$ cat src/inc/mtc_pkg.sv
// Register map, field positions and reset values of the translation controls
package mtc_pkg;
  localparam logic [3:0] REG_USER_ROOT = 4'h0;
  localparam logic [3:0] REG_SUPER_ROOT = 4'h1;
  localparam logic [3:0] REG_CONTROL = 4'h2;
  localparam logic [3:0] REG_DWIN0 = 4'h3;
  localparam logic [3:0] REG_DWIN1 = 4'h4;
  localparam logic [3:0] REG_IWIN0 = 4'h5;
  localparam logic [3:0] REG_IWIN1 = 4'h6;
  localparam logic [3:0] REG_PROBE = 4'h7;
  localparam logic [3:0] REG_PROBE_CMD = 4'h8;
  localparam logic [3:0] REG_PROBE_ADDR = 4'h9;

  localparam int CTL_ENABLE_BIT = 15;
  localparam int CTL_PAGE_BIT = 14;
  localparam logic [15:0] CTL_MASK = 16'hC000;
  localparam logic [31:0] ROOT_MASK = 32'hFFFFFE00;
  localparam logic [31:0] WIN_MASK = 32'hFFFFE364;

  localparam int WIN_BASE_LSB = 24;
  localparam int WIN_MASK_LSB = 16;
  localparam int WIN_EN_BIT = 15;
  localparam int WIN_PRIV_LSB = 13;
  localparam int WIN_U1_BIT = 9;
  localparam int WIN_U0_BIT = 8;
  localparam int WIN_CM_LSB = 5;
  localparam int WIN_WP_BIT = 2;

  localparam int PR_BUS_ERR = 11;
  localparam int PR_GLOBAL = 10;
  localparam int PR_U1 = 9;
  localparam int PR_U0 = 8;
  localparam int PR_SUPER = 7;
  localparam int PR_CM_LSB = 5;
  localparam int PR_MOD = 4;
  localparam int PR_WP = 2;
  localparam int PR_HIT = 1;
  localparam int PR_RES = 0;

  localparam logic [1:0] CM_WRITE_THROUGH = 2'h0;
  localparam logic [1:0] CM_COPYBACK = 2'h1;
  localparam logic [1:0] CM_SERIAL = 2'h2;
  localparam logic [1:0] CM_NONCACHE = 2'h3;

  localparam logic [31:0] WORD_RESET = 32'h00000000;
  localparam logic [15:0] CTL_RESET = 16'h0000;
endpackage

$ cat src/logic/mtc_regs.sv
// Translation control registers, transparent windows and probe result
//
// Behaviour
// - Supervisor accesses use supervisor root, user accesses use user root; while probe_start is high, table_root takes the probe's root.
// - Control bit 15 enables paging; reset clears it.
// - Paging off: physical address equals logical address.
// - Paging off, no window: write-through, unprotected, attribute outputs low.
// - Control bit 14 selects 4K or 8K page; reset keeps it.
// - Control writes and reset never invalidate translation cache.
// - Unimplemented control bits read zero; software writes zeros.
// - Windows work regardless of paging enable and inhibit pin.
// - Window bits 12-10, 7, 4, 3, 1, 0 read zero.
// - Window base compared with address 31-24; mask bits exclude base bits.
// - Window enable bit turns its block on or off.
// - Privilege field: 00 user, 01 supervisor, 1X either.
// - Matching window's user bits drive attribute outputs on bus transfers.
// - Cache mode: 00 write-through, 01 copyback, 10 serialized, 11 noncachable.
// - Window write protect aborts writes and read-modify-writes.
// - Probe result holds 20-bit physical field; bit 12 undefined for 8K.
// - Probe bus error sets bit 11 and clears all else.
// - Probe copies global, user, supervisor, modified, cache mode from page.
// - Probe write protect set if any visited descriptor protects.
// - Probe window hit sets hit and resident, clears the rest.
// - Resident set on window hit or valid page descriptor.
// - Translation inhibit pin suppresses paged translation.
//
// The placing of the registers and the plain strobed port were left to the implementer.
`timescale 1ns/100ps
module mtc_regs
  import mtc_pkg::*;
(
  input wire logic core_clk,
  input wire logic rst_n,
  input wire logic [3:0] reg_addr,
  input wire logic [31:0] reg_wdata,
  input wire logic reg_wr,
  input wire logic reg_rd,
  output logic [31:0] reg_rdata,
  input wire logic translation_inhibit_pin,
  input wire logic acc_valid,
  input wire logic [31:0] acc_addr,
  input wire logic privilege_space_bit,
  input wire logic acc_fetch,
  input wire logic acc_write,
  input wire logic acc_ext,
  input wire logic page_hit,
  input wire logic [31:0] page_phys,
  input wire logic [1:0] page_cache_mode,
  input wire logic [1:0] page_attr,
  input wire logic page_wp,
  output logic acc_done,
  output logic [31:0] phys_addr,
  output logic [1:0] cache_mode,
  output logic acc_abort,
  output logic page_attr_out_0,
  output logic page_attr_out_1,
  output logic translate_req,
  output logic [31:0] table_root,
  output logic page_8k,
  output logic probe_start,
  output logic [31:0] probe_addr,
  input wire logic probe_done,
  input wire logic probe_bus_err,
  input wire logic probe_valid,
  input wire logic [19:0] probe_phys,
  input wire logic probe_global,
  input wire logic [1:0] probe_attr,
  input wire logic probe_super,
  input wire logic [1:0] probe_cm,
  input wire logic probe_mod,
  input wire logic probe_wp_any
);
  logic [31:0] user_table_root_q;
  logic [31:0] supervisor_table_root_q;
  logic ctl_enable_q;
  logic ctl_page_q;
  logic [15:0] translation_control;
  logic [31:0] win_q [4];
  logic [31:0] probe_result_q;
  logic [31:0] probe_addr_q;
  logic probe_priv_q;
  logic probe_fetch_q;
  logic [2:0] inh_sync_q;
  logic inh_q;

  // Inhibit pin filter: accept a change once stages two and three agree
  always_ff @(posedge core_clk or negedge rst_n) begin
    if (!rst_n) begin
      inh_sync_q <= 3'h0;
      inh_q <= 1'b0;
    end else begin
      inh_sync_q <= {inh_sync_q[1:0], translation_inhibit_pin};
      if (inh_sync_q[2] == inh_sync_q[1]) begin
        inh_q <= inh_sync_q[2];
      end
    end
  end

  wire wr_user = reg_wr && (reg_addr == REG_USER_ROOT);
  wire wr_super = reg_wr && (reg_addr == REG_SUPER_ROOT);
  wire wr_ctl = reg_wr && (reg_addr == REG_CONTROL);
  wire wr_pcmd = reg_wr && (reg_addr == REG_PROBE_CMD);
  wire wr_paddr = reg_wr && (reg_addr == REG_PROBE_ADDR);
  wire wr_probe = reg_wr && (reg_addr == REG_PROBE);

  // Translation cache is outside; no flush is issued from here
  always_ff @(posedge core_clk or negedge rst_n) begin
    if (!rst_n) begin
      user_table_root_q <= WORD_RESET;
      supervisor_table_root_q <= WORD_RESET;
      ctl_enable_q <= 1'b0;
      probe_addr_q <= WORD_RESET;
      probe_priv_q <= 1'b0;
      probe_fetch_q <= 1'b0;
    end else begin
      if (wr_user) begin
        user_table_root_q <= reg_wdata & ROOT_MASK;
      end
      if (wr_super) begin
        supervisor_table_root_q <= reg_wdata & ROOT_MASK;
      end
      if (wr_ctl) begin
        ctl_enable_q <= reg_wdata[CTL_ENABLE_BIT];
      end
      if (wr_paddr) begin
        probe_addr_q <= reg_wdata;
      end
      if (wr_pcmd) begin
        probe_priv_q <= reg_wdata[0];
        probe_fetch_q <= reg_wdata[1];
      end
    end
  end

  // Page size bit survives reset
  always_ff @(posedge core_clk) begin
    if (wr_ctl) begin
      ctl_page_q <= reg_wdata[CTL_PAGE_BIT];
    end
  end
  // Unused positions read as zero
  assign translation_control = {ctl_enable_q, ctl_page_q, 14'h0000};

  // Per-window registers and match logic
  logic [3:0] acc_match;
  logic [3:0] probe_match;
  genvar gi;
  for (gi = 0; gi < 4; gi++) begin : g_win
    wire [7:0] wbase = win_q[gi][31:WIN_BASE_LSB];
    wire [7:0] wmask = win_q[gi][23:WIN_MASK_LSB];
    wire [1:0] wpriv = win_q[gi][WIN_PRIV_LSB +: 2];
    wire acc_priv_ok = wpriv[1] || (wpriv[0] == privilege_space_bit);
    wire prb_priv_ok = wpriv[1] || (wpriv[0] == probe_priv_q);
    always_ff @(posedge core_clk or negedge rst_n) begin
      if (!rst_n) begin
        win_q[gi] <= WORD_RESET;
      end else if (reg_wr && reg_addr == REG_DWIN0 + 4'(gi)) begin
        win_q[gi] <= reg_wdata & WIN_MASK;
      end
    end
    assign acc_match[gi] = win_q[gi][WIN_EN_BIT] && acc_priv_ok &&
      (((acc_addr[31:24] ^ wbase) & ~wmask) == 8'h00);
    assign probe_match[gi] = win_q[gi][WIN_EN_BIT] && prb_priv_ok &&
      (((probe_addr_q[31:24] ^ wbase) & ~wmask) == 8'h00);
  end

  // Windows 0,1 data; 2,3 instruction; lower index wins
  wire [1:0] acc_sel = acc_fetch ? acc_match[3:2] : acc_match[1:0];
  wire [1:0] prb_sel = probe_fetch_q ? probe_match[3:2] : probe_match[1:0];
  wire [1:0] acc_idx = {acc_fetch, ~acc_sel[0]};
  wire acc_win = |acc_sel;
  wire prb_win = |prb_sel;
  wire [31:0] hit_win = win_q[acc_idx];

  wire paging_on = ctl_enable_q && !inh_q;
  wire use_pages = paging_on && !acc_win;

  wire [1:0] nxt_cm = acc_win ? hit_win[WIN_CM_LSB +: 2] :
    (use_pages ? page_cache_mode : CM_WRITE_THROUGH);
  wire nxt_wp = acc_win ? hit_win[WIN_WP_BIT] : (use_pages && page_wp);
  wire [1:0] nxt_attr = acc_win ?
    {hit_win[WIN_U1_BIT], hit_win[WIN_U0_BIT]} :
    (use_pages ? page_attr : 2'h0);
  wire [31:0] nxt_phys = use_pages ? page_phys : acc_addr;
  wire acc_ready = !use_pages || page_hit;

  always_ff @(posedge core_clk or negedge rst_n) begin
    if (!rst_n) begin
      acc_done <= 1'b0;
      phys_addr <= WORD_RESET;
      cache_mode <= CM_WRITE_THROUGH;
      acc_abort <= 1'b0;
      page_attr_out_0 <= 1'b0;
      page_attr_out_1 <= 1'b0;
      translate_req <= 1'b0;
      table_root <= WORD_RESET;
      page_8k <= 1'b0;
    end else begin
      acc_done <= acc_valid && acc_ready;
      phys_addr <= nxt_phys;
      cache_mode <= nxt_cm;
      acc_abort <= acc_valid && acc_ready && acc_write && nxt_wp;
      page_attr_out_0 <= acc_valid && acc_ext && nxt_attr[0];
      page_attr_out_1 <= acc_valid && acc_ext && nxt_attr[1];
      translate_req <= acc_valid && use_pages && !page_hit;
      table_root <= (probe_start ? probe_priv_q : privilege_space_bit) ?
        supervisor_table_root_q : user_table_root_q;
      page_8k <= ctl_page_q;
    end
  end

  // Probe: a window hit answers the cycle after the command; the walker is started either way
  wire [31:0] walk_result = probe_bus_err ? (32'h1 << PR_BUS_ERR) :
    {probe_phys, 1'b0, probe_global, probe_attr, probe_super, probe_cm,
     probe_mod, 1'b0, probe_wp_any, 1'b0, probe_valid};

  // Command's privilege/fetch take effect next cycle, so test window then
  logic probe_pend_q;
  logic probe_start_seen_q;
  wire prb_done_win = probe_pend_q && prb_win;

  // Walker always starts; its answer is dropped after a window hit
  always_ff @(posedge core_clk or negedge rst_n) begin
    if (!rst_n) begin
      probe_result_q <= WORD_RESET;
      probe_start <= 1'b0;
      probe_addr <= WORD_RESET;
    end else begin
      probe_start <= wr_pcmd;
      probe_addr <= probe_addr_q;
      if (prb_done_win) begin
        probe_result_q <= (32'h1 << PR_HIT) | (32'h1 << PR_RES);
      end else if (probe_done && probe_start_seen_q) begin
        probe_result_q <= walk_result;
      end else if (wr_probe) begin
        probe_result_q <= reg_wdata;
      end
    end
  end

  always_ff @(posedge core_clk or negedge rst_n) begin
    if (!rst_n) begin
      probe_pend_q <= 1'b0;
      probe_start_seen_q <= 1'b0;
    end else begin
      probe_pend_q <= wr_pcmd;
      if (probe_pend_q && !prb_win) begin
        probe_start_seen_q <= 1'b1;
      end else if (probe_done) begin
        probe_start_seen_q <= 1'b0;
      end
    end
  end

  wire [31:0] rd_mux =
    (reg_addr == REG_USER_ROOT) ? user_table_root_q :
    (reg_addr == REG_SUPER_ROOT) ? supervisor_table_root_q :
    (reg_addr == REG_CONTROL) ? {16'h0000, translation_control} :
    (reg_addr >= REG_DWIN0 && reg_addr <= REG_IWIN1) ?
      win_q[2'(reg_addr - REG_DWIN0)] :
    (reg_addr == REG_PROBE) ? probe_result_q :
    (reg_addr == REG_PROBE_ADDR) ? probe_addr_q :
    (reg_addr == REG_PROBE_CMD) ? {30'h0, probe_fetch_q, probe_priv_q} :
    32'h00000000;

  always_ff @(posedge core_clk or negedge rst_n) begin
    if (!rst_n) begin
      reg_rdata <= WORD_RESET;
    end else begin
      reg_rdata <= reg_rd ? rd_mux : WORD_RESET;
    end
  end
endmodule

$ cat config.mk
export PLATFORM = sky130hd
export DESIGN_NAME = mtc_regs
export DESIGN_NICKNAME = d
export VERILOG_FILES = /design/src/inc/mtc_pkg.sv /design/src/logic/mtc_regs.sv
export SDC_FILE = /design/constraint.sdc
export NUM_CORES = 1
export LEC_CHECK = 0
export BUFFER_PORTS_ARGS = -buffer_cell sky130_fd_sc_hd__buf_4
export CORE_ASPECT_RATIO = 2
export CORE_MARGIN = 3
export CORE_UTILIZATION = 56
export CTS_CLUSTER_DIAMETER = 40
export DETAILED_ROUTE_END_ITERATION = 7
export PLACE_DENSITY = 0.79
export SLEW_MARGIN = 30
export SYNTH_ARGS = -nofsm -noshare
export SYNTH_HDL_FRONTEND = slang
export SYNTH_SLANG_ARGS = --single-unit
$ cat constraint.sdc
create_clock -name core_clk -period 2.81 [get_ports core_clk]
set_clock_uncertainty 0.05 [all_clocks]
set_input_delay 0.1405 -clock core_clk [delete_from_list [all_inputs] [get_ports core_clk]]
set_output_delay 0.1405 -clock core_clk [all_outputs]
set_load 0.02 [all_outputs]
---- After elaboration in Yosys (flattened, before gate mapping) ----
Cells that the tools add are included.
W data, S select, Z words.
storage, ports and cells
  register bits ........................... 352
  input port bits ......................... 147
  output and inout bits ................... 137
  word-level logic and storage cells ...... 171
cells by class
  $add $sub $neg .......................... 1
  $lt $le $gt $ge ......................... 4
  eq/ne operators ......................... 18
  multiplexer cells ....................... 30
  bitwise operators ....................... 23
  reductions and logical operators ........ 68
operator list
  cell                  number
  $mux W32              15
  $bmux W32 S2          2
  $and A8 B8 Y8         8
  $logic_not A8 Y1      8
  $xor A8 B8 Y8         8
  $logic_and A1 B1 Y1   41
  $not A8 Y8            4
  $mux W10              2
  $eq A4 B3 Y1 const B  4
  $mux W2               7
  $eq A1 B1 Y1          9
  $logic_or A1 B1 Y1    9
  $eq A4 B2 Y1 const B  2
  $eq A4 B4 Y1 const B  2
  $ge A3 B3 Y1 const B  2
  $not A2 Y3            2
  $logic_not A1 Y1      5
  $eq A4 B1 Y1 const B  1
  $ge A4 B2 Y1 const B  1
  $le A4 B3 Y1 const B  1
  $logic_not A4 Y1      1
  $mux W1               4
  $reduce_or A2 Y1      2
  $reduce_bool A3 Y1    1
  other kinds (3)       3

---- Logic depth before layout (Yosys ltp) ----
  word-level depth ........................ 13
  gate-level depth with buffers ........... 11
  gate-level depth less buffers ........... 8

---- Least setup slack after synthesis ----
No wires, ideal clock.
  path type ............................... input-to-reg
  from .................................... input reg_addr[0]
  to ...................................... register reg_rdata[29]
  data arrival time ....................... 2.596 ns
  path slack .............................. 0.044 ns
  stages on the path ...................... 10
  buffers on the path ..................... 4
  cell sequence ........................... buf_2 buf_1 inv_1 ha_1 buf_2 buf_1 mux4_2 o211ai_1 nand3_1 o211a_1
on the way
  cells in the longest elaborated chain, start to end .. 10
  elaborated cells between the ends (all ways) .. 20
  those cells by class .................... add/sub: 1; order compare: 2; eq/ne: 4; mux: 10; bitwise: 1; reduce/logical: 2
ends and longest elaborated chain
  element                                       RTL line         text
  start: declaration                            mtc_regs.sv:34   input wire logic [3:0] reg_addr,
  $sub A2 B2 Y2                                 mtc_regs.sv:260  win_q[2'(reg_addr - REG_DWIN0)] :
  $not A2 Y3 (not written as such)              mtc_regs.sv:260
  $bmux W32 S2                                  mtc_regs.sv:260
  $mux W32 (not written as such) (2 in series)  mtc_regs.sv:260
  $mux W32                                      mtc_regs.sv:259  (reg_addr >= REG_DWIN0 && reg_addr <= REG_IWIN1) ?
  $mux W32                                      mtc_regs.sv:258  (reg_addr == REG_CONTROL) ? {16'h0000, translation_control} :
  $mux W32                                      mtc_regs.sv:257  (reg_addr == REG_SUPER_ROOT) ? supervisor_table_root_q :
  $mux W32 *                                    mtc_regs.sv:256  (reg_addr == REG_USER_ROOT) ? user_table_root_q :
  $mux W32 *                                    mtc_regs.sv:270  reg_rdata <= reg_rd ? rd_mux : WORD_RESET;
  end signal: assignment                        mtc_regs.sv:270
  end: declaration                              mtc_regs.sv:38   output logic [31:0] reg_rdata,
Mark *: on every way between the ends. The rest lies on a longest branch, timed or not. The select of a mux whose other input is x is not followed.
A chain may end at the register's enable or synchronous reset.

---- Final worst setup path ----
  from .................................... register win_q, in the netlist g_win[1].wbase[2]
  to ...................................... register phys_addr[4]
on the way
  cells in the longest elaborated chain, start to end .. 9
ends and longest elaborated chain
  element                           RTL line         text
  start: declaration                mtc_regs.sv:78   logic [31:0] win_q [4];
  start signal: indexed assignment  mtc_regs.sv:158  win_q[gi] <= reg_wdata & WIN_MASK;
  $xor A8 B8 Y8                     mtc_regs.sv:162  (((acc_addr[31:24] ^ wbase) & ~wmask) == 8'h00);
  $and A8 B8 Y8                     mtc_regs.sv:162
  $logic_not A8 Y1                  mtc_regs.sv:162
  $logic_and A1 B1 Y1               mtc_regs.sv:161  assign acc_match[gi] = win_q[gi][WIN_EN_BIT] && acc_priv_ok &&
  $mux W2                           mtc_regs.sv:168  wire [1:0] acc_sel = acc_fetch ? acc_match[3:2] : acc_match[1:0];
  $reduce_or A2 Y1                  mtc_regs.sv:171  wire acc_win = |acc_sel;
  $logic_not A1 Y1                  mtc_regs.sv:176  wire use_pages = paging_on && !acc_win;
  $logic_and A1 B1 Y1               mtc_regs.sv:176
  $mux W32                          mtc_regs.sv:184  wire [31:0] nxt_phys = use_pages ? page_phys : acc_addr;
  named net nxt_phys[4]             mtc_regs.sv:184
  end signal: assignment            mtc_regs.sv:200  phys_addr <= nxt_phys;
  end: declaration                  mtc_regs.sv:52   output logic [31:0] phys_addr,
The timed path passes the listed nets, and every way through them passes these cells.

==> results.py <==
metrics = {
    "synthesis": {
        "avgSynthCellArea_um2": 12.70,
        "netlist.top_cell.by_area": "dfrtp_1",
        "synth_top_area_share_pct": 54.17,
        "synth_warnings": 0,
        "synth-edff-count": 1,
        "ys_ff_latch": 343,
        "yosysMostFrequentCell": "dfrtp_1",
        "synthCells": 1244,
        "ys.flop_type": "dfrtp_1",
        "syn-cell-area_um2": 15800,
        "synth-async-reset-ratio_pct": 99.71,
        "yosysSeqAreaShare_pct": 54.36,
        "netlist_top_cells_area": "dfrtp_1, mux2_2, xnor2_1, mux4_2, nand3_1",
        "synth.top_cells.by_count": "dfrtp_1, mux2_2, nand3_1",
        "yosysUniqueCellTypes": 51,
    },
    "clocking": {
        "root_buffer": "clkbuf_16",
        "clk_latency_ns": 0.53,
        "cts_buffers": 34,
        "path_clk_slew_ns": 0.07,
        "cts_tree": "built",
        "clockBufferDepth": 3,
        "cts_sinks": 343,
        "htreeDepth": 2,
    },
    "outcome": {
        "status": "complete, but fails checks",
        "violations": "negative hold slack",
    },
    "floorplan": {
        "dieArea_um2": 30390,
        "die_w_um": 124.8,
        "initial_core_util_pct": 57.14,
        "fp.dieH_um": 243.6,
        "io_pins": 284,
        "core_um2": 27650,
        "row_count": 86,
    },
    "global_routing": {
        "met1_usage_pct": 37.39,
        "top_usage_layer": "met2",
        "grtUsageMet2_pct": 61.96,
        "grt_use_met3_pct": 4.300,
        "grt_max_degree": 81,
        "grtUsageTotal_pct": 34.75,
        "antenna_found_initial": 0,
        "grt_pass1_vias": 13350,
        "grt_first_pass_wirelength_um": 80930,
        "grt_overflow": 0,
    },
    "placement": {
        "place_ws_ns": 0.5054,
        "gp_congestion": 0.9331,
        "dp_cells": 1818,
        "portBuffers": 274,
        "place_hpwl_um": 34770,
    },
    "drt": {
        "drc": 0,
        "drt-total-wl_um": 53700,
        "drt_first_pass_iters": 6,
        "routedWlPerCell_um": 26.70,
        "drtIter0Drc": 959,
        "antenna_left": 0,
        "viasPerCell": 6.227,
        "vias": 12520,
    },
    "critical_path": {
        "arrival_ns": 3.10,
        "cpPeakStageDelay_ns": 0.59,
        "worstPathMaxFanout": 19,
        "cp_num_buf_inv": 3,
        "worstSetupPathType": "flop to flop",
        "end_kind": "flop",
        "critPathLaunchType": "flop",
        "path_delay_family": "buffers and inverters",
        "cp.required_ns": 3.15,
        "crit_path_top_delay_cell": "dlygate4sd3_1",
        "path_cells": "xnor2_1 > o22ai_1 > nor4_2 > a22oi_2 > buf_4 > nand3_4 > buf_16 > mux2_2 > dlygate4sd3_1",
    },
    "layout": {
        "fillCellCount": 1680,
        "area_growth_pct": 32.04,
        "final_cells": 2011,
        "nets": 1785,
        "layout-drive-gt1-share_pct": 39.51,
        "final_util_pct": 75.44,
        "multiInputGateArea_um2": 6613,
        "seq_area_um2": 8588,
    },
    "timing": {
        "setup_viol": 0,
        "finalWorstSetupSlack_ns": 0.05599,
        "fmax_ghz": 0.3631,
        "finalMaxSlewViolations": 0,
        "tns_ns": 0,
        "period_minus_slack_ns": 2.754,
        "rsz0062_at_grt": "true",
        "fin_crit_sh_pct": 98.01,
        "fin_hold_ws_ns": -0.01154,
        "tightest_slew_ns": 0.7514,
        "maxSlewHeadroom_pct": 49.91,
        "hold_viol": 1,
    },
    "pwr": {
        "peakVddDrop_mv": 0.5362,
        "p_leak_uw": 0.009858,
        "power_density_nw_per_um2": 775.7,
    },
    "flow_run": {
        "drv_cap": 0,
    },
    "min_path": {
        "worstHoldPathType": "primary input to flop",
    },
}
## state kept, by name, summed over array words and instances (netlist names), 2 cells and up
register,cells
g_win.wbase,32
g_win.wmask,32
phys_addr,32
probe_addr,32
probe_addr_q,32
probe_result_q,32
reg_rdata,32
win_q,24
supervisor_table_root_q,23
table_root,23
user_table_root_q,23
g_win.wpriv,8
inh_sync_q,3
cache_mode,2
## cell type report
class / count / share of cell area [%]
timing repair buffer: 451 / 18.40
inverter: 35 / 0.6297
clock buffer: 46 / 4.780
tap: 352 / 2.111
sequential: 343 / 41.17
multi-input combinational: 769 / 31.70
antenna: 1 / 0.01199
clock inverter: 14 / 1.205
## metal layers
| metal | up-vias | share of wire [%] |
|---|---|---|
| li1 | 5233 | - |
| met5 | - | 0 |
| met4 | 0 | 9.5 |
| met2 | 762 | 53 |
| met1 | 6272 | 32 |
| met3 | 256 | 6.1 |
## worst paths after layout
check | startpoint | end | slack (ns) | cells after the start
setup / recovery | g_win[1].wbase[2] | phys_addr[4] | 0.06 | 9
hold / removal | probe_phys[5] | probe_result_q[17] | -0.01 | 4
setup reg to reg | g_win[1].wbase[2] | phys_addr[4] | 0.06 | 9
hold reg to reg | inh_sync_q[0] | inh_sync_q[1] | 0.31 | 0
max in group asynchronous | rst_n | table_root[20] | 1.64 | 3
min in group asynchronous | rst_n | phys_addr[5] | 0.14 | 2
## worst min-delay path, delay by kind of cell
family | cells | cell delay (ns)
AOI/OAI and AO/OA | 1 | 0.07
buffers and inverters | 2 | 0.17
and+or+nand+nor | 1 | 0.16
## cells in the final DEF, fill, tap and decap left out, types with 30 or more instances in the layout
cell           instances
and3_1                31
buf_4                313
clkbuf_16             36
dfrtp_1              342
dlygate4sd3_1        128
inv_1                 35
mux2_2               209
nand2_1               65
nand3_1               81
nor2_1                30
o21ai_0               38
o22ai_1               34
xnor2_1               70
## per-stage QoR
stage / area, µm² / power, µW / hold slack, ns
after global routing: 20860 / 16720 / 0.01007
after global placement: 18240 / 10670 / 0.1488
after detailed placement: 18240 / 10790 / 0.1579
after floorplan: 15830 / 9081 / -0.2051
after CTS: 20770 / 16050 / 0.001193
final: 20860 / 16180 / -0.01154
## kinds of logic (layout without fill, tap and decap cells)
logic type	count (synthesis)	after routing	synth area share (%)
muxes	270	270	21.48
xor gates and xnor gates	72	72	3.991
other	1	10	0.02373
and+or+nand+nor	242	242	7.476
AOI/OAI and AO/OA	171	171	8.014
adders and majority gates	5	5	0.3801
DFF	343	343	54.36
buffers and inverters	140	546	4.276
## power breakdown
group          switching [µW]  internal, µW
clock network            2020          3070
logic                    1950          2180
registers                 977          5990
## timing repair
| item | 4_1_cts | 5_1_grt |
|---|---|---|
| gates resized for setup | 0 | 6 |
| setup buffers | 0 | 3 |
| endpoints found under the hold margin | 333 | 0 |
| hold buffers | 128 | 0 |
| endpoints found under the setup margin | 0 | 33 |
Power figures use the tool's default switching activity.
